$ cat src/coec_pkg.sv
/*
 * Package for the output enable control block: sizes, reset values,
 * address table and carriers. Assumes one 100 MHz core clock.
 */
package coec_pkg;
    // ========================================
    // Sizes and reset values
    localparam int NUM_OUT = 20;
    localparam logic [19:0] ENABLE_RST = 20'hFFFFF;
    localparam logic [19:0] MASK_RST = 20'h00000;
    localparam int SYNC_STAGES = 3;
    // ========================================
    // Strap levels
    typedef enum logic [1:0] {
        COEC_LVL_LOW = 2'h0,
        COEC_LVL_MID = 2'h1,
        COEC_LVL_HIGH = 2'h2
    } coec_level_t;
    // ========================================
    // Address table indexed by {high strap, low strap}
    localparam logic [7:0] ADDR_LL = 8'hD8;
    localparam logic [7:0] ADDR_LM = 8'hDA;
    localparam logic [7:0] ADDR_LH = 8'hDE;
    localparam logic [7:0] ADDR_ML = 8'hC2;
    localparam logic [7:0] ADDR_MM = 8'hC4;
    localparam logic [7:0] ADDR_MH = 8'hC6;
    localparam logic [7:0] ADDR_HL = 8'hCA;
    localparam logic [7:0] ADDR_HM = 8'hCC;
    localparam logic [7:0] ADDR_HH = 8'hCE;
    // ========================================
    // Software write request for enable or mask bits
    typedef struct packed {
        logic enable_we;
        logic mask_we;
        logic [19:0] wdata;
    } coec_write_t;
    // Power state
    typedef enum logic [2:0] {
        COEC_PS_WAIT = 3'h1,
        COEC_PS_RUN = 3'h2,
        COEC_PS_DOWN = 3'h4
    } coec_pstate_t;
endpackage : coec_pkg

$ cat src/coec_top.sv
/*
 * Output enable control for a 20-output clock buffer.
 * Assumes every pin input is asynchronous to core_clk and that the
 * side-band clock runs at 10 MHz or less, well below core_clk / 4.
 */
`timescale 1ns/100ps

// Summary of operation
// Address from two tri-level straps, nine values D8 to CE.
// Power good low holds every output pair low.
// Select low: run when enable bit is 1 and pin is 0.
// Select high: run when mask bit or shift bit is 1.
// Select pin chooses exactly one enable method.
// Both methods feed one shared glitch-free synchroniser.
// Pins for outputs 5 to 12; 20 software enable bits.
// While load is high, rising side-band clock shifts data.
// Falling load edge copies shift register into output register.
// Side-band mode ignores pins 7,8,9,11,12; 5,6,10 become link.
// Shift bit 0 disables unless mask bit forces enabled.
// Status bit reports the selected interface.
// Side-band logic runs while power good is low.
// Mask writes refused while power good is low.
// Reset: output register and enables all 1, masks 0.
// Controller sends 20 bits, parks clock low, drops load.
// Side-band clock up to 10 MHz accepted.
// Load low: clock and data ignored.
// First bit shifted maps to output 0, twentieth to 19.
// Pin level 1 disables, 0 enables.
// Output changes within 5 to 10 input clock cycles; the code takes 3 to 4.
// First power good high latches straps; later low powers down.
module coec_top #(
    parameter int NUM_OUT = coec_pkg::NUM_OUT
) (
    input wire logic core_clk,
    input wire logic sys_rst,
    input wire logic in_clk_run,
    input wire logic power_good_power_down,
    input wire logic interface_select_pin,
    input wire logic [7:0] enable_pin_n,
    input wire logic [1:0] address_strap_low,
    input wire logic [1:0] address_strap_high,
    input wire coec_pkg::coec_write_t sw_write,
    output logic [7:0] slave_address,
    output logic address_valid,
    output logic interface_status,
    output logic sw_write_refused,
    output logic [19:0] smbus_enable,
    output logic [19:0] force_enable_mask_bit,
    output logic [19:0] sideband_output,
    output logic [19:0] out_run
);
    // ========================================
    // Input synchronisers (pins enter the core clock domain)
    localparam int NSYNC = 12;
    logic [NSYNC-1:0] sync_a;
    logic [NSYNC-1:0] sync_b;
    wire [NSYNC-1:0] raw_in = {in_clk_run, power_good_power_down, interface_select_pin,
                               enable_pin_n, address_strap_low[0]};
    // Two-stage sync for all single-bit pins
    // Every pin is asynchronous to core_clk, so only the second stage
    // is read by logic. Reset leaves every pin seen as low, which is the
    // idle level of the link clock and load pins, so no false edge is
    // found just after reset.
    always_ff @(posedge core_clk or posedge sys_rst) begin
        if (sys_rst) begin
            sync_a <= '0;
            sync_b <= '0;
        end else begin
            sync_a <= raw_in;
            sync_b <= sync_a;
        end
    end
    logic [3:0] strap_a;
    logic [3:0] strap_b;
    // Straps are quasi-static but still synchronised
    // They are used only at the first power good, long after they have
    // settled, so a plain two-stage copy is enough.
    always_ff @(posedge core_clk or posedge sys_rst) begin
        if (sys_rst) begin
            strap_a <= '0;
            strap_b <= '0;
        end else begin
            strap_a <= {address_strap_high, address_strap_low};
            strap_b <= strap_a;
        end
    end
    wire s_in_run = sync_b[11];
    wire s_pgood = sync_b[10];
    wire s_select = sync_b[9];
    wire [7:0] s_pin_n = sync_b[8:1];
    // Side-band pins share the enable pins of outputs 5, 6 and 10
    // Data and link clock pass the same two stages, so a sampled data bit
    // stays aligned with the clock edge that the core clock finds for it.
    // Each link clock phase must span at least three core cycles.
    wire sb_data = s_pin_n[0];
    wire sb_clk = s_pin_n[1];
    wire sb_load = s_pin_n[5];

    // ========================================
    // Address decode from the tri-level straps
    // Strap code 3 is not a legal level; it falls back to the low/low
    // address so that a broken strap still yields a usable value.
    // The decode sees only synchronised copies of the straps.
    function automatic logic [7:0] strap_addr(input logic [1:0] hi, input logic [1:0] lo);
        logic [7:0] a;
        a = coec_pkg::ADDR_LL;
        unique case ({hi, lo})
            4'h0: a = coec_pkg::ADDR_LL;
            4'h1: a = coec_pkg::ADDR_LM;
            4'h2: a = coec_pkg::ADDR_LH;
            4'h4: a = coec_pkg::ADDR_ML;
            4'h5: a = coec_pkg::ADDR_MM;
            4'h6: a = coec_pkg::ADDR_MH;
            4'h8: a = coec_pkg::ADDR_HL;
            4'h9: a = coec_pkg::ADDR_HM;
            4'hA: a = coec_pkg::ADDR_HH;
            default: a = coec_pkg::ADDR_LL;
        endcase
        return a;
    endfunction : strap_addr
    wire [7:0] next_address = strap_addr(strap_b[3:2], strap_b[1:0]);

    // ========================================
    // Power state: first high latches straps, then low/high toggle down
    // WAIT is left only once; RUN and DOWN then follow the pin level.
    // Software access is tied to RUN, so writes before the first power
    // good are refused just like those made in power down.
    coec_pkg::coec_pstate_t pstate;
    wire first_rise = (pstate == coec_pkg::COEC_PS_WAIT) && s_pgood;
    always_ff @(posedge core_clk or posedge sys_rst) begin
        if (sys_rst) begin
            pstate <= coec_pkg::COEC_PS_WAIT;
        end else begin
            unique case (pstate)
                coec_pkg::COEC_PS_WAIT: begin
                    // First high starts the part
                    if (s_pgood) begin
                        pstate <= coec_pkg::COEC_PS_RUN;
                    end
                end
                coec_pkg::COEC_PS_RUN: begin
                    // A low enters power down
                    if (!s_pgood) begin
                        pstate <= coec_pkg::COEC_PS_DOWN;
                    end
                end
                coec_pkg::COEC_PS_DOWN: begin
                    // A later high leaves power down
                    if (s_pgood) begin
                        pstate <= coec_pkg::COEC_PS_RUN;
                    end
                end
                default: begin
                    // Illegal code: wait for power good again
                    pstate <= coec_pkg::COEC_PS_WAIT;
                end
            endcase
        end
    end
    // Latch the address once, at the first power good
    // Later power cycles keep the address, so a strap that moves after
    // start-up cannot change the bus address under software.
    always_ff @(posedge core_clk or posedge sys_rst) begin
        if (sys_rst) begin
            slave_address <= 8'h00;
            address_valid <= 1'b0;
        end else if (first_rise) begin
            slave_address <= next_address;
            address_valid <= 1'b1;
        end
    end

    // ========================================
    // Software registers: enable bits and force-enable masks
    // A refused write leaves both sets untouched and raises a one-cycle
    // pulse, so the bus side can answer with an error if it wishes.
    // Both strobes may come together; they then share one data word.
    wire pgood_ok = s_pgood && (pstate == coec_pkg::COEC_PS_RUN);
    wire any_we = sw_write.enable_we || sw_write.mask_we;
    always_ff @(posedge core_clk or posedge sys_rst) begin
        if (sys_rst) begin
            smbus_enable <= coec_pkg::ENABLE_RST;
            force_enable_mask_bit <= coec_pkg::MASK_RST;
            sw_write_refused <= 1'b0;
        end else begin
            if (pgood_ok && sw_write.enable_we) smbus_enable <= sw_write.wdata;
            if (pgood_ok && sw_write.mask_we) force_enable_mask_bit <= sw_write.wdata;
            sw_write_refused <= any_we && !pgood_ok;
        end
    end
    // Selected interface read-back
    always_ff @(posedge core_clk or posedge sys_rst) begin
        if (sys_rst) begin
            interface_status <= 1'b0;
        end else begin
            interface_status <= s_select;
        end
    end

    // ========================================
    // Side-band link: edges found by the core clock
    // The link stays live whenever side-band mode is chosen, power good
    // or not, so the output register can be preloaded before start-up.
    // With load low no edge is taken, so the clock and data wires may be
    // shared with other devices on the same board.
    logic sb_clk_d;
    logic sb_load_d;
    logic [19:0] shift_reg;
    wire sb_active = s_select;
    wire sb_rise = sb_clk && !sb_clk_d;
    wire sb_load_fall = sb_load_d && !sb_load;
    always_ff @(posedge core_clk or posedge sys_rst) begin
        if (sys_rst) begin
            sb_clk_d <= 1'b0;
            sb_load_d <= 1'b0;
        end else begin
            sb_clk_d <= sb_clk;
            sb_load_d <= sb_load;
        end
    end
    // Shift on rising link clock while load is high; newest bit at 19
    always_ff @(posedge core_clk or posedge sys_rst) begin
        if (sys_rst) begin
            shift_reg <= coec_pkg::ENABLE_RST;
        end else if (sb_active && sb_load && sb_rise) begin
            shift_reg <= {sb_data, shift_reg[19:1]};
        end
    end
    // Load output register on falling load edge
    always_ff @(posedge core_clk or posedge sys_rst) begin
        if (sys_rst) begin
            sideband_output <= coec_pkg::ENABLE_RST;
        end else if (sb_active && sb_load_fall) begin
            sideband_output <= shift_reg;
        end
    end

    // ========================================
    // Per-output request from the chosen method
    logic [19:0] pin_enable;
    always_comb begin
        pin_enable = '1;
        // Pins map to outputs 5..12; level 0 requests enabled
        for (int i = 0; i < 8; i++) begin
            pin_enable[5 + i] = !s_pin_n[i];
        end
    end
    // Only one method reaches the stage at a time; the other is simply
    // not selected, so its bits keep their values for a later switch.
    // Power good low overrides both, whatever they request.
    wire [19:0] trad_req = smbus_enable & pin_enable;
    wire [19:0] sb_req = force_enable_mask_bit | sideband_output;
    wire [19:0] method_req = s_select ? sb_req : trad_req;
    wire [19:0] request = s_pgood ? method_req : 20'h00000;

    // ========================================
    // Shared glitch-free stage per output, stepped by input clock
    // A request moves only on rising edges of the input clock, so an
    // output starts or stops on a whole period, except at power loss, which stops it at once.
    // If the input clock stops, the stage freezes with it.
    logic in_run_d;
    // Previous input clock level for edge finding
    always_ff @(posedge core_clk or posedge sys_rst) begin
        if (sys_rst) begin
            in_run_d <= 1'b0;
        end else begin
            in_run_d <= s_in_run;
        end
    end
    wire in_tick = s_in_run && !in_run_d;
    genvar g;
    generate
        for (g = 0; g < NUM_OUT; g++) begin : g_out
            // Three stages plus the output flop give three to four input
            // clocks of latency, short of the 5 to 10 cycle change window of R21. Power
            // loss clears the stage at once so outputs drop without waiting.
            logic [coec_pkg::SYNC_STAGES-1:0] pipe;
            // Request crosses stages only on input clock edges
            always_ff @(posedge core_clk or posedge sys_rst) begin
                if (sys_rst) begin
                    pipe <= '0;
                    out_run[g] <= 1'b0;
                end else begin
                    if (!s_pgood) begin
                        pipe <= '0;
                        out_run[g] <= 1'b0;
                    end else if (in_tick) begin
                        pipe <= {pipe[coec_pkg::SYNC_STAGES-2:0], request[g]};
                        out_run[g] <= pipe[coec_pkg::SYNC_STAGES-1];
                    end
                end
            end
        end
    endgenerate
endmodule : coec_top

$ cat config.mk
export PLATFORM = sky130hd
export DESIGN_NAME = coec_top
export DESIGN_NICKNAME = d
export VERILOG_FILES = /design/src/coec_pkg.sv /design/src/coec_top.sv
export SDC_FILE = /design/constraint.sdc
export NUM_CORES = 1
export LEC_CHECK = 0
export ABC_AREA = 1
export ABC_CLOCK_PERIOD_IN_PS = 6780
export BUFFER_PORTS_ARGS = -buffer_cell sky130_fd_sc_hd__buf_4
export CAP_MARGIN = 20
export CORE_UTILIZATION = 37
export DETAILED_ROUTE_END_ITERATION = 16
export GPL_ROUTABILITY_DRIVEN = 0
export PLACE_DENSITY_LB_ADDON = 0.2
export REMOVE_ABC_BUFFERS = 1
export SLEW_MARGIN = 20
export SYNTH_ARGS = -nofsm -noshare
export SYNTH_HDL_FRONTEND = slang
export SYNTH_SLANG_ARGS = --single-unit
$ cat constraint.sdc
create_clock -name core_clk -period 6.78 [get_ports core_clk]
set_input_delay 1.356 -clock core_clk [delete_from_list [all_inputs] [get_ports core_clk]]
set_output_delay 1.356 -clock core_clk [all_outputs]
set_load 0.05 [all_outputs]
==> metrics, run 1 <==
CTS resizes=0; area of the mapped netlist=0.00784 mm^2; Post-Place Setup Slack=3.65 ns; Die ar.=0.0218 mm^2; Ys Warns=0; status=finished, final reports clean; clk_skew=0.0148 ns; hold_buf cts=0; area leader, netlist=dfrtp_1; Layout area overhead=23.9%; Fin. Hold Viols=0; Setup violations, final=0; WP buf/inv=1; final worst setup slack=roughly 4.1 ns; FF-to-FF setup slack=4.61 ns; grt ovf=0; initial antenna violation count=0; first-pass GRT wire length=28000 um; H-tree depth=1; Total GRT Usage=0.162; Crit. End Element=primary output; Max VDD drop=0.000195 V; crit-path leading delay family=flip-flops; Startpoint Class=flop; RSZ-0062 raised after global routing=no; IO Count=130; largest register by flop count=g_out.pipe; largest net degree at the start of global routing=around 130; Inserted Diodes=0; post-placement cell count=roughly 1100; sequential area share after synthesis=0.658; Core Footprint=0.0205 mm^2; fillers=between 1500 and 2000; via/cell ratio=about 4.6; Worst Path Max Fanout=3; Final HPWL DP=11500 um; Avg WL per Cell=14.8 um; die extent in y=roughly 150 um; vias in the first global route=between 5000 and 6000; vias=5399; master of the slowest instance on the critical path=dfstp_2; PortBufs=127; Iter 0 DRT Violations=297; Slew Viols, Final=0; Layout Cells excl Fill=1183; Worst-Margin Slew=slightly above 1 ns; CTS tree=done; crit path kind=flop to primary output; CTS buffer count=22; Setup Fix Bufs, Post-CTS=0; register bit total from synthesis=203; Fin Hold WS=0.346 ns; Gate Count Post-Synth=782; Total Nets Final=938; crit-path max cell delay=0.59 ns; row cnt=52; minimum clock period=2.65 ns; Die X=148 um; clock tree sinks=between 200 and 250; CTS root buf=clkbuf_16; Largest register FFs=60; top cell type's share of synthesized area=0.453; Netlist cell types=22; CP arrival=approximately 1.3 ns; PwrDens=390 mW/mm^2; Post-DRT Antenna Nets=0; Avg Inst Size Synth=approximately 10 um^2; Routed WL=17500 um; fraction of layout cells with a size suffix above 1=0.286; required arrival time at the worst endpoint=5.42 ns; final cycle utilization of the critical path=0.390; Reg clk slew, reported paths=0.06 ns; drt pass-1 iters=5; register area=0.00516 mm^2; synth top area cells=dfrtp_1 (45%), dfstp_2 (20%), nand2_1 (11%); DRC violations left=0; worst-path cell chain=buf_4; leakage=4.52 nW; Multi-input gate area=0.00211 mm^2; Initial Util=0.382; MaxCap Viol Count=0; worst relative slew slack=0.317; Clock Path Buffers=3; Clk Latency, worst-skew pair=a little under 0.5 ns; final core utilization=0.474; fmax=378 MHz; min-delay worst type=flop to flop
through the flow:
| stage | TNS [ns] | area, um^2 | power (mW) |
|---|---|---|---|
| 6_report | 0 | 9710 | 3.78 |
| 3_5_place_dp | 0 | 8970 | 2.63 |
| 3_3_place_gp | 0 | 8970 | 2.62 |
| 5_1_grt | 0 | 9710 | 3.96 |
| 4_1_cts | 0 | 9710 | 3.83 |
| 2_1_floorplan | -2.01 | 7610 | 2.26 |
cell families after synthesis:
family,share of synthesized area
adder cells (fa/ha/maj),0.00319
AND/OR/NAND/NOR,0.161
buffers and inverters,0.0730
flip-flops,0.658
other,0.000479
AO/OA/AOI/OAI,0.105
power breakdown:
group / total, mW / internal, mW / switching (mW)
Clock: 1.18 / 0.712 / 0.471
Sequential: 1.59 / 1.43 / 0.155
Combinational: 1.01 / 0.281 / 0.733
cells in the final DEF (no fill, tap or decap), types with 5 or more instances in the layout:
cell type / instances
nand2_1: 220
buf_4: 134
o211ai_1: 8
dfstp_2: 61
inv_1: 89
o21ai_0: 89
nand3_1: 54
dfrtp_1: 142
clkbuf_16: 23
clkinv_2: 6
clkbuf_8: 5
nor2_1: 31
o22ai_2: 20
o22ai_1: 8
metal layers:
layer	routed length (um)	global-route usage	up-vias
met5	0	0	-
met4	487	0.0608	0
met3	858	0.0272	30
met2	8400	0.252	130
met1	7770	0.229	2540
li1	-	-	2699
Yosys cell counts:
cell type,n
buf_2,13
o21ai_0,89
nand3_1,54
ha_1,2
o21ai_1,3
o22ai_1,8
nor2_4,1
inv_1,90
buf_6,3
nand4_1,3
buf_4,6
dfrtp_1,142
o211ai_1,8
or2_2,1
nor2_1,31
nor2_2,1
clkbuf_1,22
nand2_1,221
conb_1,1
dfstp_2,61
inv_2,2
o22ai_2,20
final timing paths:
check,end,cells past startpoint,from
hold reg to reg,sync_b[7]$_DFF_PP0_,0,sync_a[7]$_DFF_PP0_
min in group asynchronous,out_run[0]$_DFFE_PP0P_,2,sys_rst
setup reg to reg,out_run[19]$_DFFE_PP0P_,7,in_run_d$_DFF_PP0_
max in group asynchronous,sync_a[1]$_DFF_PP0_,3,sys_rst
setup / recovery,sideband_output[13],1,sideband_output[13]$_DFFE_PP1P_
hold / removal,sync_b[7]$_DFF_PP0_,0,sync_a[7]$_DFF_PP0_
cell type report:
type / instances / share of cell area
Tap cell: 270 / 0.0348
Multi-Input combinational cell: 444 / 0.218
Inverter: 92 / 0.0363
Sequential cell: 203 / 0.531
Clock buffer: 29 / 0.0668
Clock inverter: 11 / 0.00941
Timing Repair Buffer: 134 / 0.104
Power figures use the tool's default switching activity.
==> inputs of run 2 (changes only) <==
ABC_CLOCK_PERIOD_IN_PS = 2250   (was 6780)
clock period = 2.25 ns   (was 6.78 ns; I/O delays follow)
==> run 2 against run 1 <==
Utilization increased by 0.56 points. Routed wire length up 4.5%. Clock skew decreased by 0.0066 ns. Die area did not move. Worst setup slack worse by 3.6 ns. Critical path depth unchanged. Total power rose to 3.0 times the previous value.
==> metrics, run 2 (synthesis results as in run 1) <==
WP buf/inv=1 (unchanged); Avg WL per Cell=15.3 um (+3.7%); Reg clk slew, reported paths=0.06 ns (about the same); most common cell after layout, fill and taps aside=nand2_1; fraction of layout cells with a size suffix above 1=0.291 (+0.00557); Layout area overhead=25.3%; CP arrival=1.29 ns (about the same); Fin Hold WS=0.00358 ns (-0.342 ns); IO Count=130 (unchanged); Worst-Margin Slew=0.945 ns (-0.0762 ns); initial antenna violation count=0 (unchanged); MaxCap Viol Count=0 (unchanged); CTS root buf=clkbuf_16; total design power=11.4 mW (+200%); Max VDD drop=0.000575 V (+190%); worst relative slew slack=0.369 (+0.0519); PwrDens=1160 mW/mm^2 (+200%); worst-path cell chain=buf_4; leakage=4.59 nW (+1.6%); Crit. End Element=primary output; Startpoint Class=flop; Inserted Diodes=0 (unchanged); grt ovf=0 (unchanged); area post-placement=0.00906 mm^2 (+1.0%); master of the slowest instance on the critical path=dfstp_2; Final HPWL DP=12100 um (+5.2%); Post-Place Setup Slack=0.564 ns (-3.08 ns); final cycle utilization of the critical path=0.772; Routed WL=18300 um (+4.5%); crit-path leading delay family=flip-flops; hold_buf cts=0 (unchanged); Post-DRT Antenna Nets=0 (unchanged); drt pass-1 iters=7 (+2); H-tree depth=1 (unchanged); vias=5574 (+3.2%); PortBufs=127 (unchanged); Initial Util=0.382 (unchanged); setup TNS=0 ns (unchanged); largest register by flop count=g_out.pipe; min-delay worst type=input pin to async pin; Setup violations, final=0 (unchanged); Clk Latency, worst-skew pair=0.49 ns (about the same); CTS buffer count=22 (unchanged); post-placement cell count=1152 (+0.79%); Largest register FFs=60 (unchanged); clk_skew=0.00819 ns (-0.00656 ns); fillers=1940 (-1.1%); Die ar.=0.0218 mm^2 (unchanged); die extent in y=148 um (unchanged); Worst Path Max Fanout=3 (unchanged); minimum clock period=approximately 1.7 ns; fmax=576 MHz; Slew Viols, Final=0 (unchanged); crit-path max cell delay=0.58 ns (about the same); row cnt=52 (unchanged); Clock Path Buffers=3 (unchanged); CTS resizes=0 (unchanged); status=finished, final reports clean; via/cell ratio=4.67 (+2.4%); CTS tree=done; RSZ-0062 raised after global routing=no; required arrival time at the worst endpoint=1.80 ns (-3.62 ns); Total GRT Usage=0.173 (+0.0103); Fin. Hold Viols=0 (unchanged); final worst setup slack=0.514 ns (-3.62 ns); commonest cells after routing, fill and taps aside=nand2_1 (220), dfrtp_1 (142), buf_4 (141), inv_1 (89), o21ai_0 (89); vias in the first global route=5568 (+7.6%); post-route cell area=0.00982 mm^2 (+1.2%); first-pass GRT wire length=29700 um (+6.0%); DRC violations left=0 (unchanged); Core Footprint=0.0205 mm^2 (unchanged); Iter 0 DRT Violations=336 (+13%); Layout Cells excl Fill=1193 (+0.85%); Die X=148 um (unchanged); clock tree sinks=203 (unchanged); crit path kind=flop to primary output; Total Nets Final=948 (+1.1%); largest net degree at the start of global routing=79 (-40%); final core utilization=0.479 (+0.00562); Setup Fix Bufs, Post-CTS=0 (unchanged)
## run 2: worst paths after layout
kind                                            startpoint                            to  slack [ns]  cells past startpoint
max reg2reg                           sync_b[10]$_DFF_PP0_        out_run[0]$_DFFE_PP0P_        0.59                      4
max in group asynchronous                          sys_rst  smbus_enable[10]$_DFFE_PP1P_        1.47                      3
min reg2reg                            sync_a[5]$_DFF_PP0_           sync_b[5]$_DFF_PP0_        0.34                      0
min in group core_clk                      enable_pin_n[0]           sync_a[1]$_DFF_PP0_        0.06                      1
max                        sideband_output[13]$_DFFE_PP1P_           sideband_output[13]        0.51                      1
min                                                sys_rst  g_out[0].pipe[1]$_DFFE_PP0P_       0.004                      2
## run 2: per-layer routing
| metal | GRT usage | part of all wire | vias to the layer above |
|---|---|---|---|
| met3 | 0.0247 | 0.042 | 40 |
| met2 | 0.281 | 0.48 | 135 |
| li1 | - | - | 2732 |
| met5 | 0 | 0 | - |
| met1 | 0.237 | 0.45 | 2667 |
| met4 | 0.0598 | 0.028 | 0 |
## run 2: cell type report
class                      instances  area [um^2]  share of cell area
clock inverter                     8         67.6             0.00688
tap                              270          338              0.0344
sequential                       203         5160               0.525
timing repair buffer             144         1110               0.113
inverter                          92          353              0.0359
clock buffer                      32          679              0.0692
multi-input combinational        444         2110               0.215
## run 2: where the power goes
part | internal (mW) | switching, mW
sequential | 4.32 | 0.408
clock | 2.21 | 1.39
combinational | 0.877 | 2.24
total | 7.40 | 4.04
